[src/umaf_cfg.svh]
// Constants for the multidrop address filter block: field codes, frame layout and reset values.
// Assumes inclusion by bare name from the top module only.
`ifndef UMAF_CFG_SVH
`define UMAF_CFG_SVH
`define UMAF_MODE_ALL 2'h0
`define UMAF_MODE_ADDR 2'h1
`define UMAF_MODE_MATCH 2'h2
`define UMAF_MODE_DATA 2'h3
`define UMAF_BAUD_RST 16'h0001
`define UMAF_FIFO_DEPTH 8
`define UMAF_FIFO_AW 3
`define UMAF_TX_W 9
`define UMAF_BITS_PLAIN 4'h9
`define UMAF_BITS_NINTH 4'hA
`endif

[src/umaf_pkg.sv]
// Types for the multidrop address filter block.
// Assumes umaf_cfg.svh is on the include path.
package umaf_pkg;
  typedef enum logic [3:0] {
    UMAF_TX_IDLE = 4'h1,
    UMAF_TX_START = 4'h2,
    UMAF_TX_SHIFT = 4'h4,
    UMAF_TX_STOP = 4'h8
  } umaf_tx_state_type;
endpackage

[src/umaf_top.sv]
// Multidrop serial port: address filter on received characters, framed transmitter
// with driver enable, and 16-bit baud generator with live readback.
// Assumes received characters arrive already deserialised as data plus ninth bit.
`timescale 1ns/1ps
`include "umaf_cfg.svh"
// Contract
// [RULE1] Address filtering and ninth-bit handling act only while ninth_bit_enable is 1.
// [RULE2] Mode 00 interrupts on every received byte, address or data.
// [RULE3] Mode 01 interrupts on address bytes only, never on data bytes.
// [RULE4] Mode 10 interrupts on matching address and its data; mismatch frames are ignored.
// [RULE5] frame_first_flag is 1 on first data byte after match, 0 later.
// [RULE6] Mode 11 is mode 10 without interrupts on matching address bytes.
// [RULE7] rx_marker_flag shows whether the current byte was address-marked.
// [RULE8] Transmitter sends tx_marker_bit as ninth bit when ninth-bit mode is on.
// [RULE9] driver_en_polarity 0 makes driver enable active high, 1 active low.
// [RULE10] With baud interrupt enabled, each generator reload pulses the receive interrupt.
// [RULE11] Baud generator divides the clock by the 16-bit divisor from two bytes.
// [RULE12] Receiver off: baud_gen_ctrl 1 interrupts at zero and reads live count.
// [RULE13] Receiver on: baud_gen_ctrl only selects live count or reload readback.
// [RULE14] High byte read never latches the low byte; bytes sample independently.
// [RULE15] rx_irq_ctrl 0 lets both data and receive errors request interrupts.
// [RULE16] Software toggles filter mode bit 0 in address-only mode per frame.
// [RULE17] Driver enable is active from start bit through stop bit of each character.
module umaf_top
  import umaf_pkg::*;
(
  input wire logic clk_in,
  input wire logic rst_b_in,
  input wire logic ninth_bit_enable_in,
  input wire logic [1:0] filter_mode_sel_in,
  input wire logic [7:0] addr_compare_in,
  input wire logic rx_enable_in,
  input wire logic rx_irq_ctrl_in,
  input wire logic baud_gen_ctrl_in,
  input wire logic baud_irq_enable_in,
  input wire logic [7:0] baud_hi_in,
  input wire logic [7:0] baud_lo_in,
  input wire logic rx_valid_in,
  input wire logic [7:0] rx_data_in,
  input wire logic rx_ninth_in,
  input wire logic rx_error_in,
  input wire logic rx_read_in,
  output logic [7:0] rx_byte_out,
  output logic rx_marker_flag_out,
  output logic frame_first_flag_out,
  output logic rx_irq_out,
  output logic [7:0] baud_read_hi_out,
  output logic [7:0] baud_read_lo_out,
  input wire logic tx_valid_in,
  output logic tx_ready_out,
  input wire logic [7:0] tx_data_in,
  input wire logic tx_marker_bit_in,
  input wire logic driver_en_polarity_in,
  output logic tx_serial_out,
  output logic driver_en_out
);
  logic [15:0] divisor;
  logic [15:0] baud_cnt_q;
  logic baud_reload;
  logic baud_tick;
  logic match_q;
  logic accept;
  logic irq_byte;
  logic first_pend_q;
  logic [7:0] rx_byte_q;
  logic marker_q;
  logic first_q;
  logic irq_q;
  logic fifo_valid;
  logic fifo_ready;
  logic [8:0] fifo_data;
  umaf_tx_state_type tx_state_q;
  logic [9:0] shift_q;
  logic [3:0] bit_cnt_q;
  logic [3:0] bits_total;
  logic tx_q;
  logic de_q;

  assign divisor = {baud_hi_in, baud_lo_in}; // [RULE11]
  assign baud_reload = (baud_cnt_q <= 16'h0001);
  assign baud_tick = baud_reload;

  always_ff @(posedge clk_in or negedge rst_b_in)
  begin
    if (!rst_b_in)
    begin
      baud_cnt_q <= `UMAF_BAUD_RST;
    end
    else if (baud_reload)
    begin
      baud_cnt_q <= divisor; // [RULE11]
    end
    else
    begin
      baud_cnt_q <= baud_cnt_q - 16'h0001;
    end
  end

  // Each byte is chosen on its own, so a live count is not latched across reads.
  assign baud_read_hi_out = baud_gen_ctrl_in ? baud_cnt_q[15:8] : divisor[15:8]; // [RULE12] [RULE13] [RULE14]
  assign baud_read_lo_out = baud_gen_ctrl_in ? baud_cnt_q[7:0] : divisor[7:0]; // [RULE12] [RULE13] [RULE14]

  // Filter decision for one received character.
  always_comb
  begin
    accept = 1'b1;
    irq_byte = 1'b1;
    if (ninth_bit_enable_in) // [RULE1]
    begin
      case (filter_mode_sel_in)
        `UMAF_MODE_ALL:
        begin
          irq_byte = 1'b1; // [RULE2]
        end
        `UMAF_MODE_ADDR:
        begin
          irq_byte = rx_ninth_in; // [RULE3]
        end
        `UMAF_MODE_MATCH:
        begin
          accept = rx_ninth_in ? (rx_data_in == addr_compare_in) : match_q; // [RULE4]
          irq_byte = accept; // [RULE4]
        end
        `UMAF_MODE_DATA:
        begin
          accept = rx_ninth_in ? (rx_data_in == addr_compare_in) : match_q; // [RULE6]
          irq_byte = accept && !rx_ninth_in; // [RULE6]
        end
        default:
        begin
          irq_byte = 1'b1;
        end
      endcase
    end
  end

  always_ff @(posedge clk_in or negedge rst_b_in)
  begin
    if (!rst_b_in)
    begin
      match_q <= 1'b0;
      first_pend_q <= 1'b0;
    end
    else if (rx_valid_in && ninth_bit_enable_in && rx_ninth_in)
    begin
      match_q <= (rx_data_in == addr_compare_in); // [RULE4]
      first_pend_q <= (rx_data_in == addr_compare_in); // [RULE5]
    end
    else if (rx_valid_in && ninth_bit_enable_in && accept)
    begin
      first_pend_q <= 1'b0; // [RULE5]
    end
  end

  // Received byte and its status become visible together.
  always_ff @(posedge clk_in or negedge rst_b_in)
  begin
    if (!rst_b_in)
    begin
      rx_byte_q <= 8'h00;
      marker_q <= 1'b0;
      first_q <= 1'b0;
    end
    else if (rx_valid_in && accept)
    begin
      rx_byte_q <= rx_data_in;
      marker_q <= ninth_bit_enable_in && rx_ninth_in; // [RULE7]
      first_q <= ninth_bit_enable_in && filter_mode_sel_in[1] && !rx_ninth_in
        && first_pend_q; // [RULE5]
    end
    else if (rx_read_in)
    begin
      first_q <= 1'b0;
    end
  end

  assign rx_byte_out = rx_byte_q;
  assign rx_marker_flag_out = marker_q;
  assign frame_first_flag_out = first_q;

  // Interrupt request is registered, high one cycle after each cycle that a condition raises it.
  always_ff @(posedge clk_in or negedge rst_b_in)
  begin
    if (!rst_b_in)
    begin
      irq_q <= 1'b0;
    end
    else
    begin
      irq_q <= (rx_valid_in && irq_byte && !rx_irq_ctrl_in) // [RULE15]
        || (rx_error_in && !rx_irq_ctrl_in) // [RULE15]
        || (baud_reload && baud_irq_enable_in) // [RULE10]
        || (baud_reload && !rx_enable_in && baud_gen_ctrl_in); // [RULE12]
    end
  end

  assign rx_irq_out = irq_q;

  umaf_fifo #(
    .WIDTH(`UMAF_TX_W),
    .DEPTH(`UMAF_FIFO_DEPTH),
    .AW(`UMAF_FIFO_AW)
  ) u_tx_fifo (
    .clk_in(clk_in),
    .rst_b_in(rst_b_in),
    .wr_valid_in(tx_valid_in),
    .wr_ready_out(tx_ready_out),
    .wr_data_in({tx_marker_bit_in, tx_data_in}),
    .rd_valid_out(fifo_valid),
    .rd_ready_in(fifo_ready),
    .rd_data_out(fifo_data)
  );

  assign fifo_ready = (tx_state_q == UMAF_TX_IDLE) && baud_tick;
  assign bits_total = ninth_bit_enable_in ? `UMAF_BITS_NINTH : `UMAF_BITS_PLAIN;

  // Transmit framing: start bit, eight data bits, optional marker, stop bit.
  always_ff @(posedge clk_in or negedge rst_b_in)
  begin
    if (!rst_b_in)
    begin
      tx_state_q <= UMAF_TX_IDLE;
      shift_q <= 10'h000;
      bit_cnt_q <= 4'h0;
    end
    else if (baud_tick)
    begin
      case (tx_state_q)
        UMAF_TX_IDLE:
        begin
          if (fifo_valid)
          begin
            shift_q <= {1'b1, fifo_data}; // [RULE8]
            tx_state_q <= UMAF_TX_START;
          end
        end
        UMAF_TX_START:
        begin
          bit_cnt_q <= 4'h1;
          tx_state_q <= UMAF_TX_SHIFT;
        end
        UMAF_TX_SHIFT:
        begin
          shift_q <= {1'b1, shift_q[9:1]};
          if (bit_cnt_q == bits_total - 4'h1)
          begin
            tx_state_q <= UMAF_TX_STOP;
          end
          bit_cnt_q <= bit_cnt_q + 4'h1;
        end
        UMAF_TX_STOP:
        begin
          tx_state_q <= UMAF_TX_IDLE;
        end
        default:
        begin
          tx_state_q <= UMAF_TX_IDLE;
        end
      endcase
    end
  end

  // Line level and driver enable follow the state one baud tick later.
  // Keeping them apart from the sequencing lets the enable span the stop bit.
  always_ff @(posedge clk_in or negedge rst_b_in)
  begin
    if (!rst_b_in)
    begin
      tx_q <= 1'b1;
      de_q <= 1'b0;
    end
    else if (baud_tick)
    begin
      case (tx_state_q)
        UMAF_TX_START:
        begin
          tx_q <= 1'b0;
          de_q <= 1'b1; // [RULE17]
        end
        UMAF_TX_SHIFT:
        begin
          tx_q <= shift_q[0]; // [RULE8]
        end
        UMAF_TX_STOP:
        begin
          tx_q <= 1'b1;
        end
        default:
        begin
          tx_q <= 1'b1;
          de_q <= 1'b0; // [RULE17]
        end
      endcase
    end
  end

  assign tx_serial_out = tx_q;
  assign driver_en_out = de_q ^ driver_en_polarity_in; // [RULE9]
endmodule // umaf_top

[src/umaf_fifo.sv]
// Small FIFO with valid and ready on both sides, read data taken unregistered from the head entry.
// Assumes one clock and an asynchronous active-low reset.
`timescale 1ns/1ps
module umaf_fifo #(
  parameter int WIDTH = 9,
  parameter int DEPTH = 8,
  parameter int AW = 3
) (
  input wire logic clk_in,
  input wire logic rst_b_in,
  input wire logic wr_valid_in,
  output logic wr_ready_out,
  input wire logic [WIDTH-1:0] wr_data_in,
  output logic rd_valid_out,
  input wire logic rd_ready_in,
  output logic [WIDTH-1:0] rd_data_out
);
  logic [WIDTH-1:0] mem_q [DEPTH];
  logic [AW-1:0] wp_q;
  logic [AW-1:0] rp_q;
  logic [AW:0] cnt_q;
  logic do_wr;
  logic do_rd;

  // Read data is an unregistered read of the memory at the head entry.
  assign wr_ready_out = (cnt_q != DEPTH[AW:0]);
  assign rd_valid_out = (cnt_q != '0);
  assign do_wr = wr_valid_in && wr_ready_out;
  assign do_rd = rd_valid_out && rd_ready_in;
  assign rd_data_out = mem_q[rp_q];

  always_ff @(posedge clk_in)
  begin
    if (do_wr)
    begin
      mem_q[wp_q] <= wr_data_in;
    end
  end

  always_ff @(posedge clk_in or negedge rst_b_in)
  begin
    if (!rst_b_in)
    begin
      wp_q <= '0;
      rp_q <= '0;
      cnt_q <= '0;
    end
    else
    begin
      if (do_wr)
      begin
        wp_q <= wp_q + 1'b1;
      end
      if (do_rd)
      begin
        rp_q <= rp_q + 1'b1;
      end
      cnt_q <= cnt_q + {{AW{1'b0}}, do_wr} - {{AW{1'b0}}, do_rd};
    end
  end
endmodule // umaf_fifo

[config.mk]
export PLATFORM = sky130hd
export DESIGN_NAME = umaf_top
export DESIGN_NICKNAME = d
export VERILOG_FILES = /design/src/umaf_pkg.sv /design/src/umaf_top.sv /design/src/umaf_fifo.sv
export VERILOG_INCLUDE_DIRS = /design/src
export SDC_FILE = /design/constraint.sdc
export NUM_CORES = 1
export LEC_CHECK = 0
export BUFFER_PORTS_ARGS = -buffer_cell sky130_fd_sc_hd__buf_2
export CAP_MARGIN = 20
export CORE_MARGIN = 5
export CORE_UTILIZATION = 50
export CTS_CLUSTER_SIZE = 12
export DETAILED_ROUTE_END_ITERATION = 8
export PLACE_DENSITY = 0.77
export SYNTH_ARGS = -nofsm -noshare
export SYNTH_HDL_FRONTEND = slang
export SYNTH_SLANG_ARGS = --single-unit
[constraint.sdc]
create_clock -name clk_in -period 2.8 [get_ports clk_in]
set_clock_uncertainty 0.15 [all_clocks]
set_input_delay 0.56 -clock clk_in [delete_from_list [all_inputs] [get_ports clk_in]]
set_output_delay 0.56 -clock clk_in [all_outputs]
set_load 0.02 [all_outputs]
## After elaboration in Yosys (flattened, before gate mapping)

Memories as Yosys holds them, arrays and structs flattened.
Cells that the tools add are included.

- Register bits: 59
- RAM bits: 72
- Bits of input ports: 56
- Output and inout bits: 30
- Memories: 1

- Add/sub/neg operators: 7
- Magnitude comparators: 1
- Equal/unequal tests: 12
- Muxes and demuxes: 23
- Bitwise gates (word level): 2
- Reduce and logical (&&, ||, !) cells: 36

Memories:

| name | depth | width | read ports | clocked after Yosys merged registers in | wr ports | line | text |
|---|---|---|---|---|---|---|---|
| u_tx_fifo.mem_q | 8 | 9 | 1 | 0 | 1 | umaf_fifo.sv:18 | `logic [WIDTH-1:0] mem_q [DEPTH];` |

Operators with widths:

| kind | number |
|---|---|
| $pmux W10 S2 | 1 |
| $logic_and A1 B1 Y1 | 18 |
| $le A16 B1 Y1 const B | 1 |
| $mux W16 | 1 |
| $mux W8 | 2 |
| $sub A16 B1 Y16 const B | 1 |
| $pmux W4 S3 | 1 |
| $mux W1 | 10 |
| $mux W10 | 1 |
| $eq A8 B8 Y1 | 1 |
| $mux W4 | 2 |
| $pmux W4 S2 | 1 |
| $reduce_bool A2 Y1 | 4 |
| $add A3 B1 Y3 const B | 2 |
| $reduce_and A3 Y1 | 2 |
| $add A4 B1 Y4 | 1 |
| $add A4 B1 Y4 const B | 1 |
| $eq A2 B2 Y1 const B | 2 |
| $eq A4 B1 Y1 const B | 1 |
| $eq A4 B2 Y1 const B | 1 |
| $eq A4 B3 Y1 const B | 1 |
| $eq A4 B4 Y1 | 1 |
| $eq A4 B4 Y1 const B | 1 |
| $ne A4 B4 Y1 const B | 1 |
| other kinds (16) | 23 |

## Logic depth before layout (Yosys ltp)

- Depth in word-level cells: 10
- Depth in mapped cells: 11
- Mapped depth without buffers: 11

## Modules after synthesis

From an unflattened synthesis, not the netlist that was laid out.

- Cell total of the unflattened synthesis: 504
- Area total of the unflattened synthesis: 6646.4 µm²

By module, submodules not included:

| module | times used | cells an instance | area each (µm²) |
|---|---|---|---|
| umaf_fifo | 1 | 159 | 3363.2 |
| umaf_top | 1 | 345 | 3283.1 |

## Least setup slack after synthesis

OpenSTA, ideal clock, no wires.

- Kind: register to register
- Start point: register baud_cnt_q[0]
- End point: register u_tx_fifo.cnt_q[2]
- Arrival: 2566 ps
- Setup slack: -38 ps
- Cell stages (with the launch flop): 12
- Path buffers: 1
- Clock period less this slack: 2838 ps
- Path through: dfstp_2 inv_1 ha_1 clkbuf_1 o21ai_1 nor3_4 ha_1 inv_1 ha_1 inv_1 fa_1 xnor2_1

- Cells in the longest elaborated chain, start to end: 4

RTL lines:

| what | line | text |
|---|---|---|
| start: declaration | umaf_top.sv:58 | `logic [15:0] baud_cnt_q;` |
| start signal: assignment | umaf_top.sv:87 | `` baud_cnt_q <= `UMAF_BAUD_RST; `` |
| start signal: assignment | umaf_top.sv:91 | `baud_cnt_q <= divisor;` |
| start signal: assignment | umaf_top.sv:95 | `baud_cnt_q <= baud_cnt_q - 16'h0001;` |
| $le A16 B1 Y1 | umaf_top.sv:80 | `assign baud_reload = (baud_cnt_q <= 16'h0001);` |
| $logic_and A1 B1 Y1 | umaf_top.sv:214 | `assign fifo_ready = (tx_state_q == UMAF_TX_IDLE) && baud_tick;` |
| $logic_and A1 B1 Y1 | umaf_fifo.sv:29 | `assign do_rd = rd_valid_out && rd_ready_in;` |
| via u_tx_fifo.do_rd | umaf_fifo.sv:23 | `logic do_rd;` |
| $sub A4 B1 Y4 | umaf_fifo.sv:58 | `cnt_q <= cnt_q + {{AW{1'b0}}, do_wr} - {{AW{1'b0}}, do_rd};` |
| end signal: assignment | umaf_fifo.sv:58 |  |
| end: declaration | umaf_fifo.sv:21 | `logic [AW:0] cnt_q;` |

The timed path passes the listed nets, and every way through them passes these cells.
A chain may end at the register's enable or synchronous reset.

## Worst setup path after layout

- Start point: register baud_cnt_q[11]
- End point: register u_tx_fifo.cnt_q[1]

Same word-level chain as after synthesis.

==> metrics <==
status=completed; Max Buffers Root-to-Sink=2; Yosys reg bits=131; Ports=between 80 and 90; number of synthesized flops with an enable pin=~70; CTS Buf Count=17; Max rail drop VDD=0.000749 V; r2r worst-path depth=9; post-synth top area cell=edfxtp_1; DRC Markers=0; main flop type after synthesis=edfxtp_1; Worst setup endpoint=u_tx_fifo.cnt_q[1]$_DFF_PN0_; Avg Synthesized Cell Area=12.9 µm²; total number of vias=4683; Layout Cell Area excl Fill=between 7000 and 8000 µm²; Detailed Place HPWL=10000 µm; Starting Density=0.510; Fin. Hold Viols=0; FF-to-FF setup slack=0.16 ns; DIE WIDTH=123 µm; Root Buffer=clkbuf_16; CTS tree=yes; top-count cell post-synth=edfxtp_1; DR iter-0 viols=around 340; P_leak=about 0.0030 µW; Slew Limit Fails=0; data arrival time of the worst path=around 2.8 ns; syn_nets=566; HP Class=primary input to async pin; Final Core Density=0.613; largest net degree at the start of global routing=36; WP data required=between 2 and 3 ns; Cell variety after synth=65; wire length of the first global-routing pass=approximately 24000 µm; initial antenna violation count=0; layout cells sized above 1=0.310; Antenna Violating Nets Remaining=0; Synth Instances=498; Max Cap Viol=0; Post-Layout Cell Count=785; crit path kind=flip-flop to flip-flop; Syn Std Cell Area=6440 µm²; share of flip-flops with an asynchronous set or reset=0.450; IO Port Bufs=85; Worst Setup SP=baud_cnt_q[11]$_DFF_PN0_; Least-Margin Pin Slew=0.923 ns; Die ar.=15200 µm²; H-Tree Depth=4; Slew headroom=0.385; Period Utilization, post-route=0.941; clock sink count=approximately 130; Final Critical Period=2.64 ns; r2r endpoint=u_tx_fifo.cnt_q[1]$_DFF_PN0_; Warnings, synthesis=0; Antenna Cells=0; Filler Cell Count=969; WHS=about 0.012 ns; synthesis-to-layout area growth=20.1%; crit path max fanout=5; Cell Area, Placed=7140 µm²; clk slew on worst S/H paths=0.06 ns; Pwr Density=766 nW/µm²; final wirelength=approximately 15000 µm; worst skew pair latency=about 0.42 ns; f_max=approximately 380 MHz; First-pass DRT Iterations=4; Placed Instances=around 750; Die Y=about 120 µm; Critical Path Sink Type=flip-flop; Via-to-Cell Ratio=5.97; GPL Wtd Cong=approximately 0.88; Global Route Usage Sum=0.202; Critical Path Start Type=flip-flop; RR Startpoint=baud_cnt_q[11]$_DFF_PN0_; Routed WL per cell=approximately 19 µm; Row Count=~40; final setup violating endpoints=0; top cells by instance count after synthesis=edfxtp_1 (72), dfrtp_1 (56), nor2_1 (25); largest cells by area after synthesis=edfxtp_1 (34%), dfrtp_1 (22%), mux4_2 (6.3%), mux2_2 (2.8%), o31ai_1 (2.7%); core area=around 13000 µm²; nets=roughly 670; post-synthesis sequential area ratio=0.566; vias in the first global route=4678; total congestion overflow=0; Synth top area share=0.336
## how the worst min path moves through the flow
stage	from	endpoint	slack [ns]	cells after the start
after detailed placement	shift_q[0]$_DFFE_PN0P_	shift_q[0]$_DFFE_PN0P_	0.33	2
after floorplan	rst_b_in	baud_cnt_q[10]$_DFF_PN0_	0.11	0
final	rst_b_in	rx_byte_out[7]$_DFFE_PN0P_	0.01	1
after global placement	shift_q[9]$_DFFE_PN0P_	shift_q[9]$_DFFE_PN0P_	0.31	1
after CTS	rst_b_in	rx_byte_out[7]$_DFFE_PN0P_	0.01	1
after global routing	rst_b_in	rx_byte_out[7]$_DFFE_PN0P_	0.04	1
## area by class of cell
cell class                      instances  area [µm²]  share of cell area
Multi-Input combinational cell        328        2650               0.342
Clock buffer                           17         425              0.0550
Clock inverter                         15         131              0.0170
Tap cell                              172         215              0.0278
Inverter                               12        45.0             0.00582
Sequential cell                       131        3650               0.471
Timing Repair Buffer                  110         626              0.0809
## logic make-up (layout without fill, tap and decap cells)
kind of cell	after synthesis	in the layout	synth area share
simple gates	155	155	0.145
compound gates	94	94	0.101
buf+inv	39	154	0.0251
flops	131	131	0.566
fa+ha+maj	12	12	0.0245
xor+xnor	25	25	0.0340
mux	42	42	0.105
## power breakdown
part,switching [µW],total [µW],internal (µW)
clock,852,2080,1220
combinational,702,1240,536
sequential,243,2620,2370
## metal layers
metal | global-route usage | part of all wire
met1 | 0.249 | 0.41
met2 | 0.347 | 0.51
met3 | 0.0540 | 0.070
met4 | 0.0671 | 0.015
met5 | 0 | 0
## registers in the layout, indices dropped and copies added, names as in the netlist
register and flops:
baud_cnt_q 16, bit_cnt_q 4, de_q 1, first_pend_q 1
frame_first_flag_out 1, match_q 1, rx_byte_out 8, rx_irq_out 1
rx_marker_flag_out 1, shift_q 10, tx_serial_out 1, tx_state_q 4
u_tx_fifo.cnt_q 4, u_tx_fifo.mem_q 72, u_tx_fifo.rp_q 3, u_tx_fifo.wp_q 3
## critical path: stages (launching register included)
cell and delay (ns):
dfrtp_1 0.43, nor4_4 0.31, nand4_1 0.22, nor3_4 0.34, ha_1 0.28, inv_1 0.06
ha_1 0.16, inv_1 0.06, fa_1 0.47, inv_1 0.04
## per-stage QoR
stage	setup WS, ns	power [µW]	TNS, ns
after global placement	0.247	3770	0
final	0.164	5930	0
after detailed placement	0.151	3860	0
after CTS	0.132	5940	0
after floorplan	0.109	3390	0
after global routing	-0.0202	6210	-0.0344
## placed cells by master, fill, tap and decap left out, types with 4 or more instances in the layout
master and n:
clkinv_4 4, nand3_1 22, nor3_1 14, edfxtp_1 72, buf_4 24, xnor2_1 18
nand2_1 14, buf_2 85, mux2_2 16, mux4_2 18, a221oi_1 9, inv_1 12
ha_1 11, nand4_1 13, o31ai_1 23, a21oi_1 9, nor2_1 25, o21ai_0 11
dfrtp_1 53, o22ai_1 11, nor3b_1 12, nand2b_1 6, and2_1 11, mux2_1 7
clkbuf_16 17, nor2b_1 12, xor2_1 7, o21ai_1 6, inv_6 4
## repair_timing
item | CTS | global route
hold buffers | 0 | 0
endpoints found under the setup margin | 0 | 2
setup buffers | 0 | 4
resized for setup | 0 | 4
(Power assumes the default switching activity.)
